**src/hw/wrs_consts.vh**
```
// shared constants of the weighing result send control block
`ifndef WRS_CONSTS_VH
`define WRS_CONSTS_VH
// register byte offsets
`define WRS_OFS_CMD      5'h00
`define WRS_OFS_PARAM    5'h04
`define WRS_OFS_CONFIG   5'h08
`define WRS_OFS_STATUS   5'h0c
`define WRS_OFS_UNIT     5'h10
// command word fields
`define WRS_CMD_OP       3:0
`define WRS_CMD_HASP     4
`define WRS_CMD_DEC      7:5
`define WRS_CMD_HASDEC   8
`define WRS_CMD_UFORM    9
`define WRS_CMD_UNIT     15:12
// opcodes
`define WRS_OP_SI        4'h1
`define WRS_OP_SIR       4'h2
`define WRS_OP_S         4'h3
`define WRS_OP_SNR       4'h4
`define WRS_OP_SR        4'h5
`define WRS_OP_T         4'h6
`define WRS_OP_U         4'h7
// config fields and reset value
`define WRS_CFG_ASD      2:0
`define WRS_CFG_TXALL    3
`define WRS_CFG_RST      4'h4
// result kinds
`define WRS_K_STABLE     3'h0
`define WRS_K_UNSTABLE   3'h1
`define WRS_K_INVALID    3'h2
`define WRS_K_OVER       3'h3
`define WRS_K_UNDER      3'h4
`define WRS_K_ERROR      3'h5
`define WRS_K_TDONE      3'h6
// send modes
`define WRS_M_IDLE       3'h0
`define WRS_M_IMM        3'h1
`define WRS_M_CONT       3'h2
`define WRS_M_STB1       3'h3
`define WRS_M_NEXT       3'h4
`define WRS_M_SREP       3'h5
// phases of the stable modes
`define WRS_P_WSTB       2'h0
`define WRS_P_WCHG       2'h1
`define WRS_P_WCLR       2'h2
// weights in milligram steps
`define WRS_MIN_STEP     24'h00000a
`define WRS_MIN_DIV      24'h000064
`define WRS_DEC_MAX      3'h7
`define WRS_AUTO_SHIFT   3
// timing: clock in Hz, repeat period in ms (2.5 per second), tare limit in s
`define WRS_CLK_HZ       40'hbebc200
`define WRS_REP_MS       40'h190
`define WRS_TARE_S       40'h3c
`define WRS_MS_PER_S     40'h3e8
`endif

```
**src/hw/wrs_timer.v**
```verilog
// free counting timer giving a done pulse every LIMIT cycles of run
`timescale 1ns/1ps
module wrs_timer #(
  parameter [39:0] LIMIT = 40'h10
) (
  // clock and reset
  input  wire i_clk,
  input  wire i_rst_n,
  // control
  input  wire i_run,
  output wire o_done
);
  reg  [39:0] cnt_ff;
  wire        last = (cnt_ff == LIMIT - 40'h1);

  assign o_done = i_run & last;

  always @(posedge i_clk or negedge i_rst_n)
  begin
    if (!i_rst_n)
      cnt_ff <= 40'h0;
    else if (!i_run || last)
      cnt_ff <= 40'h0;
    else
      cnt_ff <= cnt_ff + 40'h1;
  end
endmodule // wrs_timer

```
**src/hw/wrs_classify.v**
```verilog
// classifies the current reading into a result kind
`timescale 1ns/1ps
`include "wrs_consts.vh"
module wrs_classify (
  // reading state
  input  wire       i_valid,
  input  wire       i_stable,
  input  wire       i_over,
  input  wire       i_under,
  input  wire       i_tare_busy,
  // kind
  output reg  [2:0] o_kind
);
  always @*
  begin
    if (i_over)
      o_kind = `WRS_K_OVER;
    else if (i_under)
      o_kind = `WRS_K_UNDER;
    else if (!i_valid || i_tare_busy)
      o_kind = `WRS_K_INVALID;
    else if (i_stable)
      o_kind = `WRS_K_STABLE;
    else
      o_kind = `WRS_K_UNSTABLE;
  end
endmodule // wrs_classify

```
**src/hw/wrs_send_ctrl.v**
```verilog
// weighing result send control with avalon register slave
//
// The register offsets and the Avalon-MM slave port were decided locally.
`timescale 1ns/1ps
`include "wrs_consts.vh"
// Overview of operation
// - immediate send emits next result regardless
// - result kind marks stable or unstable
// - no valid reading sends invalid result
// - overload and underload get own codes
// - new send command cancels previous one
// - immediate send equals print key send-all
// - continuous results about 2.5 per second
// - continuous mode ended by any send
// - next stable, then per 10 mg change
// - change sends unstable then next stable
// - threshold default 12.5 percent, min 10 mg; code floors only the default, a given 1..9 mg threshold is accepted
// - threshold zero switches change mode off
// - bad threshold or detector off errors
// - tare waits stable, results invalid meanwhile
// - remote tare gives no tare-done message
// - tare timeout or overload sends error
// - after power fail only tare accepted
// - unit select overrides unit two
// - unit without parameter restores unit one
// - divisor form takes 0..7 decimals
// - too small divisor rejected with error
// - unit command resets running application
module wrs_send_ctrl #(
  parameter [39:0] REP_CYCLES  = `WRS_REP_MS * `WRS_CLK_HZ / `WRS_MS_PER_S,
  parameter [39:0] TARE_CYCLES = `WRS_TARE_S * `WRS_CLK_HZ
) (
  // clock and reset
  input  wire        i_sys_clk,
  input  wire        i_rst_n,
  // avalon-mm slave
  input  wire [4:0]  i_avs_address,
  input  wire        i_avs_read,
  input  wire        i_avs_write,
  input  wire [31:0] i_avs_writedata,
  input  wire [3:0]  i_avs_byteenable,
  output wire [31:0] o_avs_readdata,
  output wire        o_avs_waitrequest,
  // weighing core
  input  wire [23:0] i_wgt_value,
  input  wire        i_wgt_valid,
  input  wire        i_wgt_stable,
  input  wire        i_wgt_over,
  input  wire        i_wgt_under,
  input  wire        i_app_active,
  input  wire        i_print_key,
  input  wire        i_tare_key,
  input  wire        i_power_fail,
  // result stream
  output wire        o_res_valid,
  output wire [2:0]  o_res_kind,
  output wire [23:0] o_res_value,
  input  wire        i_res_ready,
  // control outputs
  output wire        o_tare_req,
  output wire        o_app_reset,
  output wire        o_unit_override,
  output wire        o_unit_custom,
  output wire [3:0]  o_unit_code,
  output wire [2:0]  o_unit_dec,
  output wire [23:0] o_unit_div
);
  reg         rst_meta_ff;
  reg         rst_sync_ff;
  reg         ack_ff;
  reg         wait_ff;
  reg  [31:0] rdata_ff;
  reg  [31:0] rd_mux;
  reg  [23:0] param_ff;
  reg  [3:0]  cfg_ff;
  reg  [2:0]  mode_ff;
  reg  [1:0]  phase_ff;
  reg  [23:0] ref_ff;
  reg  [23:0] thr_ff;
  reg         thr_auto_ff;
  reg         cont_due_ff;
  reg         err_pend_ff;
  reg         tdone_pend_ff;
  reg         lock_ff;
  reg         tare_busy_ff;
  reg         tare_remote_ff;
  reg         tare_req_ff;
  reg         app_rst_ff;
  reg         res_valid_ff;
  reg  [2:0]  res_kind_ff;
  reg  [23:0] res_value_ff;
  reg         u_act_ff;
  reg         u_cust_ff;
  reg  [3:0]  u_code_ff;
  reg  [2:0]  u_dec_ff;
  reg  [23:0] u_div_ff;
  reg  [2:0]  nxt_mode;
  reg  [1:0]  nxt_phase;
  reg  [23:0] nxt_ref;
  reg  [23:0] nxt_thr;
  reg         nxt_thr_auto;
  reg         nxt_cont_due;
  reg         nxt_tare_busy;
  reg         nxt_tare_remote;
  reg         nxt_tare_req;
  reg         err_set;
  reg         tdone_set;
  reg         emit;
  reg  [2:0]  emit_kind;
  wire        rst_n = rst_sync_ff;
  wire [2:0]  cls_kind;
  wire        rep_tick;
  wire        tare_tmo;
  wire [31:0] bmask = {{8{i_avs_byteenable[3]}}, {8{i_avs_byteenable[2]}},
                       {8{i_avs_byteenable[1]}}, {8{i_avs_byteenable[0]}}};
  wire        wr_go = ack_ff & i_avs_write;
  wire        cmd_stb = wr_go & (i_avs_address == `WRS_OFS_CMD) & i_avs_byteenable[0];
  wire [3:0]  op = i_avs_writedata[`WRS_CMD_OP];
  wire        has_p = i_avs_writedata[`WRS_CMD_HASP];
  wire        t_ok = cmd_stb & (op == `WRS_OP_T);
  wire        cmd_ok = cmd_stb & (!lock_ff | (op == `WRS_OP_T));
  wire        asd_off = (cfg_ff[`WRS_CFG_ASD] == 3'h0);
  wire        key_si = i_print_key & !lock_ff & cfg_ff[`WRS_CFG_TXALL];
  wire        key_s = i_print_key & !lock_ff & !cfg_ff[`WRS_CFG_TXALL];
  wire        do_si = (cmd_ok & (op == `WRS_OP_SI)) | key_si;
  wire        do_s = (cmd_ok & (op == `WRS_OP_S)) | key_s;
  wire        do_u = cmd_ok & (op == `WRS_OP_U);
  wire        tare_go = t_ok | (i_tare_key & !lock_ff);
  wire        wgt_ok = i_wgt_valid & i_wgt_stable & !i_wgt_over & !i_wgt_under;
  wire        slot_free = !res_valid_ff | i_res_ready;
  wire        err_take = slot_free & err_pend_ff;
  wire        tdone_take = slot_free & !err_pend_ff & tdone_pend_ff;
  wire        can_emit = slot_free & !err_pend_ff & !tdone_pend_ff;
  wire        ovun = i_wgt_over | i_wgt_under;
  wire [24:0] dif = {i_wgt_value[23], i_wgt_value} - {ref_ff[23], ref_ff};
  wire [24:0] mag = dif[24] ? (25'h0 - dif) : dif;
  wire [23:0] ref_mag = ref_ff[23] ? (24'h0 - ref_ff) : ref_ff;
  wire [23:0] auto_thr = ref_mag >> `WRS_AUTO_SHIFT;
  wire [23:0] thr_eff = (thr_auto_ff && auto_thr < `WRS_MIN_STEP) ? `WRS_MIN_STEP
                      : (thr_auto_ff ? auto_thr : thr_ff);
  wire [23:0] step = (mode_ff == `WRS_M_SREP) ? thr_eff : `WRS_MIN_STEP;

  // reset release
  always @(posedge i_sys_clk or negedge i_rst_n)
  begin
    if (!i_rst_n)
    begin
      rst_meta_ff <= 1'b0;
      rst_sync_ff <= 1'b0;
    end
    else
    begin
      rst_meta_ff <= 1'b1;
      rst_sync_ff <= rst_meta_ff;
    end
  end

  wrs_classify u_cls (
    .i_valid     (i_wgt_valid),
    .i_stable    (i_wgt_stable),
    .i_over      (i_wgt_over),
    .i_under     (i_wgt_under),
    .i_tare_busy (tare_busy_ff),
    .o_kind      (cls_kind)
  );

  wrs_timer #(.LIMIT(REP_CYCLES)) u_rep (
    .i_clk   (i_sys_clk),
    .i_rst_n (rst_n),
    .i_run   (mode_ff == `WRS_M_CONT),
    .o_done  (rep_tick)
  );

  wrs_timer #(.LIMIT(TARE_CYCLES)) u_tare (
    .i_clk   (i_sys_clk),
    .i_rst_n (rst_n),
    .i_run   (tare_busy_ff & !tare_go),
    .o_done  (tare_tmo)
  );

  // register read mux
  always @*
  begin
    case (i_avs_address)
      `WRS_OFS_PARAM:  rd_mux = {8'h0, param_ff};
      `WRS_OFS_CONFIG: rd_mux = {28'h0, cfg_ff};
      `WRS_OFS_STATUS: rd_mux = {22'h0, err_pend_ff, lock_ff, tare_busy_ff, thr_auto_ff,
                                 res_valid_ff, phase_ff, mode_ff};
      `WRS_OFS_UNIT:   rd_mux = {23'h0, u_act_ff, u_cust_ff, u_dec_ff, u_code_ff};
      default:         rd_mux = 32'h0;
    endcase
  end

  // send engine and command decode
  always @*
  begin
    nxt_mode = mode_ff;
    nxt_phase = phase_ff;
    nxt_ref = ref_ff;
    nxt_thr = thr_ff;
    nxt_thr_auto = thr_auto_ff;
    nxt_cont_due = cont_due_ff | rep_tick;
    nxt_tare_busy = tare_busy_ff;
    nxt_tare_remote = tare_remote_ff;
    nxt_tare_req = 1'b0;
    err_set = 1'b0;
    tdone_set = 1'b0;
    emit = 1'b0;
    emit_kind = cls_kind;
    case (mode_ff)
      `WRS_M_IDLE: nxt_mode = `WRS_M_IDLE;
      `WRS_M_IMM:
        if (can_emit)
        begin
          emit = 1'b1;
          nxt_mode = `WRS_M_IDLE;
        end
      `WRS_M_CONT:
        if (can_emit && cont_due_ff)
        begin
          emit = 1'b1;
          nxt_cont_due = rep_tick;
        end
      `WRS_M_STB1, `WRS_M_NEXT, `WRS_M_SREP:
        case (phase_ff)
          `WRS_P_WSTB:
            if (can_emit && (ovun || cls_kind == `WRS_K_STABLE))
            begin
              emit = 1'b1;
              nxt_ref = i_wgt_value;
              nxt_phase = ovun ? `WRS_P_WCLR : `WRS_P_WCHG;
              if (mode_ff == `WRS_M_STB1)
                nxt_mode = `WRS_M_IDLE;
            end
          `WRS_P_WCHG:
            if (mag >= {1'b0, step})
            begin
              if (mode_ff != `WRS_M_SREP)
                nxt_phase = `WRS_P_WSTB;
              else if (can_emit)
              begin
                emit = 1'b1;
                emit_kind = `WRS_K_UNSTABLE;
                nxt_phase = `WRS_P_WSTB;
              end
            end
          `WRS_P_WCLR:
            if (!ovun)
              nxt_phase = `WRS_P_WSTB;
          default: nxt_phase = `WRS_P_WSTB;
        endcase
      default: nxt_mode = `WRS_M_IDLE;
    endcase
    // accepted send commands replace the active one
    if (do_si)
      nxt_mode = `WRS_M_IMM;
    else if (do_s)
    begin
      nxt_mode = `WRS_M_STB1;
      nxt_phase = `WRS_P_WSTB;
    end
    else if (cmd_ok && op == `WRS_OP_SIR)
    begin
      nxt_mode = `WRS_M_CONT;
      nxt_cont_due = 1'b1;
    end
    else if (cmd_ok && op == `WRS_OP_SNR)
    begin
      nxt_mode = `WRS_M_NEXT;
      nxt_phase = `WRS_P_WSTB;
    end
    else if (cmd_ok && op == `WRS_OP_SR)
    begin
      if (has_p && param_ff == 24'h0)
        nxt_mode = `WRS_M_IDLE;
      else if (asd_off || (has_p && (param_ff[23] || param_ff < 24'h1)))
        err_set = 1'b1;
      else
      begin
        nxt_mode = `WRS_M_SREP;
        nxt_phase = `WRS_P_WSTB;
        nxt_thr = param_ff;
        nxt_thr_auto = !has_p;
      end
    end
    else if (do_u && i_avs_writedata[`WRS_CMD_UFORM] &&
             (param_ff[23] || param_ff < `WRS_MIN_DIV))
      err_set = 1'b1;
    // taring
    if (tare_busy_ff)
    begin
      if (wgt_ok)
      begin
        nxt_tare_req = 1'b1;
        nxt_tare_busy = 1'b0;
        tdone_set = !tare_remote_ff;
      end
      else if (tare_tmo)
      begin
        nxt_tare_busy = 1'b0;
        err_set = 1'b1;
      end
    end
    if (tare_go)
    begin
      nxt_tare_remote = t_ok;
      if (ovun)
      begin
        nxt_tare_busy = 1'b0;
        err_set = 1'b1;
      end
      else if (wgt_ok || asd_off)
      begin
        nxt_tare_req = 1'b1;
        nxt_tare_busy = 1'b0;
        tdone_set = !t_ok;
      end
      else
        nxt_tare_busy = 1'b1;
    end
  end

  // bus slave, config and parameter registers
  always @(posedge i_sys_clk or negedge rst_n)
  begin
    if (!rst_n)
    begin
      ack_ff <= 1'b0;
      wait_ff <= 1'b1;
      rdata_ff <= 32'h0;
      param_ff <= 24'h0;
      cfg_ff <= `WRS_CFG_RST;
    end
    else
    begin
      ack_ff <= (i_avs_read | i_avs_write) & !ack_ff;
      wait_ff <= !((i_avs_read | i_avs_write) & !ack_ff);
      if ((i_avs_read | i_avs_write) && !ack_ff)
        rdata_ff <= i_avs_read ? rd_mux : 32'h0;
      if (wr_go && i_avs_address == `WRS_OFS_PARAM)
        param_ff <= (param_ff & ~bmask[23:0]) | (i_avs_writedata[23:0] & bmask[23:0]);
      if (wr_go && i_avs_address == `WRS_OFS_CONFIG && i_avs_byteenable[0])
        cfg_ff <= i_avs_writedata[3:0];
    end
  end

  // engine, tare, lock and result registers
  always @(posedge i_sys_clk or negedge rst_n)
  begin
    if (!rst_n)
    begin
      mode_ff <= `WRS_M_IDLE;
      phase_ff <= `WRS_P_WSTB;
      ref_ff <= 24'h0;
      thr_ff <= 24'h0;
      thr_auto_ff <= 1'b0;
      cont_due_ff <= 1'b0;
      err_pend_ff <= 1'b0;
      tdone_pend_ff <= 1'b0;
      lock_ff <= 1'b0;
      tare_busy_ff <= 1'b0;
      tare_remote_ff <= 1'b0;
      tare_req_ff <= 1'b0;
      res_valid_ff <= 1'b0;
      res_kind_ff <= `WRS_K_STABLE;
      res_value_ff <= 24'h0;
    end
    else
    begin
      mode_ff <= nxt_mode;
      phase_ff <= nxt_phase;
      ref_ff <= nxt_ref;
      thr_ff <= nxt_thr;
      thr_auto_ff <= nxt_thr_auto;
      cont_due_ff <= nxt_cont_due;
      tare_busy_ff <= nxt_tare_busy;
      tare_remote_ff <= nxt_tare_remote;
      tare_req_ff <= nxt_tare_req;
      err_pend_ff <= (err_pend_ff & !err_take) | err_set;
      tdone_pend_ff <= (tdone_pend_ff & !tdone_take) | tdone_set;
      lock_ff <= i_power_fail | (lock_ff & !t_ok);
      if (err_take || tdone_take || emit)
      begin
        res_valid_ff <= 1'b1;
        res_kind_ff <= err_take ? `WRS_K_ERROR : (tdone_take ? `WRS_K_TDONE : emit_kind);
        res_value_ff <= (err_take || tdone_take) ? 24'h0 : i_wgt_value;
      end
      else if (i_res_ready)
        res_valid_ff <= 1'b0;
    end
  end

  // unit selection
  always @(posedge i_sys_clk or negedge rst_n)
  begin
    if (!rst_n)
    begin
      u_act_ff <= 1'b0;
      u_cust_ff <= 1'b0;
      u_code_ff <= 4'h0;
      u_dec_ff <= `WRS_DEC_MAX;
      u_div_ff <= 24'h0;
      app_rst_ff <= 1'b0;
    end
    else
    begin
      app_rst_ff <= do_u & i_app_active;
      if (do_u && !err_set)
      begin
        if (i_avs_writedata[`WRS_CMD_UFORM])
        begin
          u_act_ff <= 1'b1;
          u_cust_ff <= 1'b1;
          u_div_ff <= param_ff;
          u_dec_ff <= i_avs_writedata[`WRS_CMD_HASDEC] ? i_avs_writedata[`WRS_CMD_DEC]
                      : `WRS_DEC_MAX;
        end
        else
        begin
          u_act_ff <= has_p;
          u_cust_ff <= 1'b0;
          u_code_ff <= i_avs_writedata[`WRS_CMD_UNIT];
        end
      end
    end
  end

  assign o_avs_readdata = rdata_ff;
  assign o_avs_waitrequest = wait_ff;
  assign o_res_valid = res_valid_ff;
  assign o_res_kind = res_kind_ff;
  assign o_res_value = res_value_ff;
  assign o_tare_req = tare_req_ff;
  assign o_app_reset = app_rst_ff;
  assign o_unit_override = u_act_ff;
  assign o_unit_custom = u_cust_ff;
  assign o_unit_code = u_code_ff;
  assign o_unit_dec = u_dec_ff;
  assign o_unit_div = u_div_ff;
endmodule // wrs_send_ctrl

```
**config.mk**
```make
export PLATFORM = sky130hd
export DESIGN_NAME = wrs_send_ctrl
export DESIGN_NICKNAME = d
export VERILOG_FILES = /design/src/hw/wrs_timer.v /design/src/hw/wrs_classify.v /design/src/hw/wrs_send_ctrl.v
export VERILOG_INCLUDE_DIRS = /design/src /design/src/hw
export SDC_FILE = /design/constraint.sdc
export NUM_CORES = 1
export LEC_CHECK = 0
export ABC_CLOCK_PERIOD_IN_PS = 17700
export BUFFER_PORTS_ARGS = -buffer_cell sky130_fd_sc_hd__buf_2
export CORE_AREA = 10 10 148 184
export DETAILED_ROUTE_END_ITERATION = 10
export DIE_AREA = 0 0 158 194
export PLACE_DENSITY = 0.86
export SETUP_SLACK_MARGIN = 0.3
export SKIP_LAST_GASP = 1
export SYNTH_ARGS = -nofsm -noshare
export SYNTH_HDL_FRONTEND = slang
export SYNTH_SLANG_ARGS = --single-unit
```
**constraint.sdc**
```tcl
create_clock -name i_sys_clk -period 17.7 [get_ports i_sys_clk]
set_input_delay 1.77 -clock i_sys_clk [delete_from_list [all_inputs] [get_ports i_sys_clk]]
set_output_delay 1.77 -clock i_sys_clk [all_outputs]
set_load 0.05 [all_outputs]
```
# Yosys cells after proc, flatten, opt, wreduce, memory -nomap -nowiden
# Cells that the tools add are included.
[classes] n_reduce_logical=55 order_cmp=4 muxes=94 addsub=5 n_bitwise=49 eq_ne=21
[ops] operator="2-to-1 mux 24 bit" count=5
[ops] operator="one-hot mux 24 bit (4 select lines)" count=1
[ops] operator="adder 40 x 1 -> 40 bit, second input constant" count=2
[ops] operator="2-to-1 mux 40 bit" count=2
[ops] operator="2-to-1 mux 3 bit" count=22
[ops] operator="bitwise AND 24 bit" count=2
[ops] operator="2-to-1 mux 1 bit" count=44
[ops] operator="== test 40 x 27 -> 1 bit, second input constant" count=1
[ops] operator="== test 40 x 34 -> 1 bit, second input constant" count=1
[ops] operator="2-to-1 mux 32 bit" count=1
[ops] operator="2-to-1 mux 2 bit" count=14
[ops] operator="bitwise AND 1 bit" count=27
[ops] operator="greater-or-equal comparator 25 x 24 -> 1 bit" count=1
[ops] operator="2-to-1 mux 25 bit" count=1
[ops] operator="subtractor 1 x 25 -> 25 bit, first input constant" count=1
[ops] operator="subtractor 24 x 24 -> 25 bit" count=1
[ops] operator="zero test 24 bit" count=1
[ops] operator="less-than comparator 24 x 1 -> 1 bit, second input constant" count=1
[ops] operator="less-than comparator 24 x 7 -> 1 bit, second input constant" count=1
[ops] operator="inverter 24 bit" count=1
[ops] operator="OR 24 bit" count=1
[ops] operator="subtractor 1 x 24 -> 24 bit, first input constant" count=1
[ops] operator="less-than comparator 21 x 4 -> 1 bit, second input constant" count=1
[ops] operator="zero test 1 bit" count=19
[ops] operator="other kinds (28)" count=76
[totals] ff_bits=267 in_bits=78 out_inout_bits=96 wordCells=258

# Logic depth before layout (Yosys ltp)
[depth] word_depth=21 ltp_mapped=25 mapped_depth_nobuf=24

# Modules after synthesis
# A second synthesis with hierarchy kept.
[hier_totals] cells_unflattened=1513 hier_area_um2=15003.1
[modules_own_cells] mod="wrs_send_ctrl" cells_per_inst=1079 area_per_inst_um2=10819.1 seq_area_each_um2=4485.6 n_inst=1
[modules_own_cells] mod="wrs_timer at u_rep" cells_per_inst=216 area_per_inst_um2=2083.2 seq_area_each_um2=1001.0 n_inst=1
[modules_own_cells] mod="wrs_timer at u_tare" cells_per_inst=213 area_per_inst_um2=2062.0 seq_area_each_um2=1001.0 n_inst=1
[modules_own_cells] mod="wrs_classify" cells_per_inst=5 area_per_inst_um2=38.8 seq_area_each_um2=0.0 n_inst=1

# Worst setup path before layout
# Ideal clock, no wire load.
[synth_path] kind="input-to-reg" startpoint="in i_wgt_value[0]" endpoint="reg res_kind_ff[1] (netlist: o_res_kind[1])" path_buffers=0 cell_stages=22 path_slack_ns=10.677 t_arrival_ns=6.896 cell_sequence="inv_1 > ha_1 > fa_1 > nand2b_1 > a21oi_1 > mux2_2 > o311a_4 > nor4_4 > or4b_1 > or4_4 > nand2_1 > xnor2_1 > ha_1 > o21a_1 > o21a_1 > a21boi_0 > a311o_1 > a31oi_1 > o21a_1 > o31ai_4 > nor2_4 > mux2_1"
[synth_via] elab_chain_len=9 elab_cells_between_ends=13
[synth_rtl] element="start: declaration" line="wrs_send_ctrl.v:45" text="input wire [23:0] i_wgt_value,"
[synth_rtl] element="subtractor 24 x 24 -> 25 bit (*)" line="wrs_send_ctrl.v:135" text="wire [24:0] dif = {i_wgt_value[23], i_wgt_value} - {ref_ff[23], ref_ff};"
[synth_rtl] element="subtractor 1 x 25 -> 25 bit" line="wrs_send_ctrl.v:136" text="wire [24:0] mag = dif[24] ? (25'h0 - dif) : dif;"
[synth_rtl] element="2-to-1 mux 25 bit (*)" line="wrs_send_ctrl.v:136"
[synth_rtl] element="greater-or-equal comparator 25 x 24 -> 1 bit (*)" line="wrs_send_ctrl.v:236" text="if (mag >= {1'b0, step})"
[synth_rtl] element="2-to-1 mux 3 bit" line="wrs_send_ctrl.v:236"
[synth_rtl] element="2-to-1 mux 3 bit" line="wrs_send_ctrl.v:225" text="case (phase_ff)"
[synth_rtl] element="2-to-1 mux 3 bit" line="wrs_send_ctrl.v:210" text="case (mode_ff)"
[synth_rtl] element="2-to-1 mux 3 bit (2 in series)" line="wrs_send_ctrl.v:385" text="res_kind_ff <= err_take ? `WRS_K_ERROR : (tdone_take ? `WRS_K_TDONE : emit_kind);"
[synth_rtl] element="end signal: assignment" line="wrs_send_ctrl.v:365" text="res_kind_ff <= `WRS_K_STABLE;"
[synth_rtl] element="end signal: assignment" line="wrs_send_ctrl.v:385"
[synth_rtl] element="end: declaration" line="wrs_send_ctrl.v:90" text="reg [2:0] res_kind_ff;"
# Mark *: on every way between the ends. The rest lies on a longest branch, timed or not.
# A chain may end at the register's enable or synchronous reset.

# Worst setup path after layout
# Same ends and word-level chain as after synthesis.

==> summary.md <==
| Metric | Value |
|---|---|
| Largest net degree at the start of global routing | `143` |
| CP Max Fanout | `26` |
| Final std cells w/o fill | `2018` |
| Fin nets | `1835` |
| Number of antenna violations at the first check in global routing | `0` |
| DRT Pass-1 Iters | `5` |
| # diodes | `0` |
| Boundary Pins | `174` |
| Utilization after layout | `71.1%` |
| Max Slew Vio Count | `0` |
| Clock network latency to the later pin of the worst-skew pair | `0.57 ns` |
| Req. time, crit path | `18.12 ns` |
| Setup CP Type | `input pin to flop` |
| Synthesized flop and latch total | `259` |
| Worst r2r dst | `o_res_kind[1]` |
| Total Wirelength | `40700 µm` |
| Die width | `158 µm` |
| Core region area | `23600 µm²` |
| Slew HR | `21.3%` |
| Clock Skew | `0.0324 ns` |
| Fraction of layout cells with a size suffix above 1 | `18.5%` |
| Pwr/cell area | `154 nW/µm²` |
| Die area | `30700 µm²` |
| Cell taking the most area after synthesis | `dfrtp_1` |
| Run status | `finished, final reports clean` |
| Total grt overflow | `0` |
| Worst-Margin Slew | `1.18 ns` |
| Post-synth EDFFs | `0` |
| Crit. End Element | `flop` |
| H-tree levels | `1` |
| Cell area after layout | `16800 µm²` |
| Total GRT Usage | `26.4%` |
| Worst r2r path cells | `22` |
| Synth Instances | `1572` |
| Top cells by area in the synthesized netlist | `dfrtp_1 43%, mux2_2 6.6%, nor2_1 4.3%` |
| Worst hold slack | `0.310 ns` |
| Hold-fix buffers, CTS | `0` |
| Vias in the first global route | `12700` |
| Post-route setup TNS | `0 ns` |
| Setup violators final | `0` |
| Count leader, synth | `dfrtp_1` |
| Iteration-0 DRC count of the detailed router | `980` |
| Final period utilization | `45.5%` |
| Critical Path Start Type | `input pin` |
| Worst r2r src | `ref_ff[0]` |
| MaxCap Viol Count | `0` |
| CTS resizes | `0` |
| CTS tree | `done` |
| Root Buffer | `clkbuf_16` |
| Clock Tree Buf Depth | `3` |
| Worst Hold Class | `flop to asynchronous set/reset pin` |
| Fin. Hold Viols | `0` |
| Clock slew at reported path FFs | `0.06 ns` |
| Initial Util | `63.1%` |
| Main synth FF type | `dfrtp_1` |
| M2 GR Usage | `46.3%` |
| WL per Instance | `20.2 µm` |
| Flop2flop setup slack | `10.56 ns` |
| First-pass GRT wire length | `65700 µm` |
| Met3 Usage GRT | `4.08%` |
| Vias | `12500` |
| Avg Cell Area, Syn | `9.47 µm²` |
| Post-synth ARST share | `100%` |
| DRC errors left | `0` |
| Dpl hpwl | `29500 µm` |
| Placed cells | `1968` |
| Row cnt | `63` |
| RSZ-0062 raised after global routing | `no` |
| Max VDD drop | `0.0000823 V` |
| Post-synth top cells | `254 x dfrtp_1, 172 x nor2_1, 168 x nand2_1, 92 x o21ai_0, 87 x mux2_2` |
| GR peak layer | `met2` |
| YS warnings | `0` |
| Sink Count | `259` |
| Num CTS Buffers | `27` |
| Routed vias/inst | `6.21` |
| Postcts setup bufs | `0` |
| Met1 usage | `29.6%` |
| Final Critical Period | `8.06 ns` |
| PortBufs | `156` |
| Post-DP Area | `15900 µm²` |
| Synth Cell Area | `14900 µm²` |
| F_max | `0.124 GHz` |
| Die height | `194 µm` |
| Remaining antenna violation count after routing | `0` |
| Fillers | `1729` |
| Share of the synthesized area in the top cell type | `42.7%` |
| Final estimated routing congestion in global placement | `0.936` |
| Sequential fraction of the synthesis area | `43.6%` |
| Arrival time at the worst endpoint | `8.48 ns` |
| P_leak | `0.00775 µW` |
| Distinct cells, synth | `73` |
| Area growth, synth to finish | `12.6%` |
flip-flops by register name, summed over array words and instances (netlist names), 2 cells and up, named ones only:
register        flops
cfg_ff              4
mode_ff             3
o_avs_readdata     24
o_res_kind          3
o_res_value        24
o_unit_code         4
o_unit_dec          3
o_unit_div         24
phase_ff            2
ref_ff             24
thr_ff             24
u_rep.cnt_ff       40
u_tare.cnt_ff      40
where the power goes:
group | leakage [µW] | switching, µW | internal (µW) | total [µW]
Sequential | 0.00347 | 63.0 | 661 | 724
Combinational | 0.00383 | 809 | 469 | 1280
Clock | 0.000440 | 247 | 327 | 574
layout make-up:
class	count	area, µm²	area share, %
multi-input combinational	1201	7930	47.3
sequential	259	6490	38.7
timing repair buffer	168	883	5.27
clock buffer	39	781	4.66
tap	292	365	2.18
inverter	48	180	1.07
clock inverter	11	126	0.754
critical path: stages:
cell and delay [ns]:
buf_2 0.11, inv_1 0.05, ha_1 0.23, fa_1 0.42, nor2b_1 0.19, o2111ai_1 0.21
a2111oi_0 0.85, nor2_1 0.22, xnor2_1 0.26, or4b_1 0.55, or4_4 0.54, nand2_1 0.11
xnor2_1 0.15, ha_1 0.29, o21a_1 0.12, o21a_1 0.20, a21boi_0 0.13, a311o_1 0.33
a31oi_1 0.20, o21a_1 0.20, o31ai_4 0.07, buf_4 0.24, nor2_4 0.63, mux2_1 0.38
stage by stage:
step,setup WS [ns],total power [µW]
final,9.64,2580
after global routing,9.25,2750
after global placement,9.34,1940
after CTS,9.73,2570
after detailed placement,9.16,1970
after floorplan,9.96,1680
worst max path at each step:
stage | from | endpoint | cells after the start
after floorplan | rst_n | asynchronous set/reset pin | 0
after global placement | i_wgt_value[0] | o_res_kind[1] | 24
after detailed placement | i_wgt_value[0] | o_res_kind[1] | 24
after CTS | i_wgt_value[0] | o_res_kind[1] | 24
after global routing | i_wgt_value[0] | o_res_kind[1] | 24
final | i_wgt_value[0] | o_res_kind[1] | 24
layer usage:
metal,share of wire (%),vias up
met1,37,6099
li1,-,5881
met3,5.4,147
met2,52,411
met5,0,-
met4,5.9,0
cells in the final DEF, fill, tap and decap left out, types with 11 or more instances in the layout:
cell type and count:
a21o_1 18, a21oi_1 59, a22o_1 38, a31oi_1 12
and2_1 12, and3_1 24, buf_2 156, buf_4 11
clkbuf_16 27, dfrtp_1 253, ha_1 51, inv_1 48
mux2_2 87, mux2i_1 12, nand2_1 168, nand2b_1 11
nand3_1 57, nand4_1 24, nor2_1 172, nor2b_1 12
nor3_1 30, nor4_1 13, o211ai_1 26, o21a_1 12
o21ai_0 92, or3_1 14, xnor2_1 59, xor2_1 66
cell families after synthesis:
family / after synthesis / synth area share, %
AO/OA/AOI/OAI: 331 / 14.9
XOR/XNOR: 125 / 7.36
adder cells (fa/ha/maj): 52 / 4.42
buffers and inverters: 119 / 3.34
flip-flops: 259 / 43.6
multiplexers: 100 / 7.47
other: 2 / 0.0505
AND/OR/NAND/NOR: 584 / 18.8
Power figures use the tool's default switching activity.
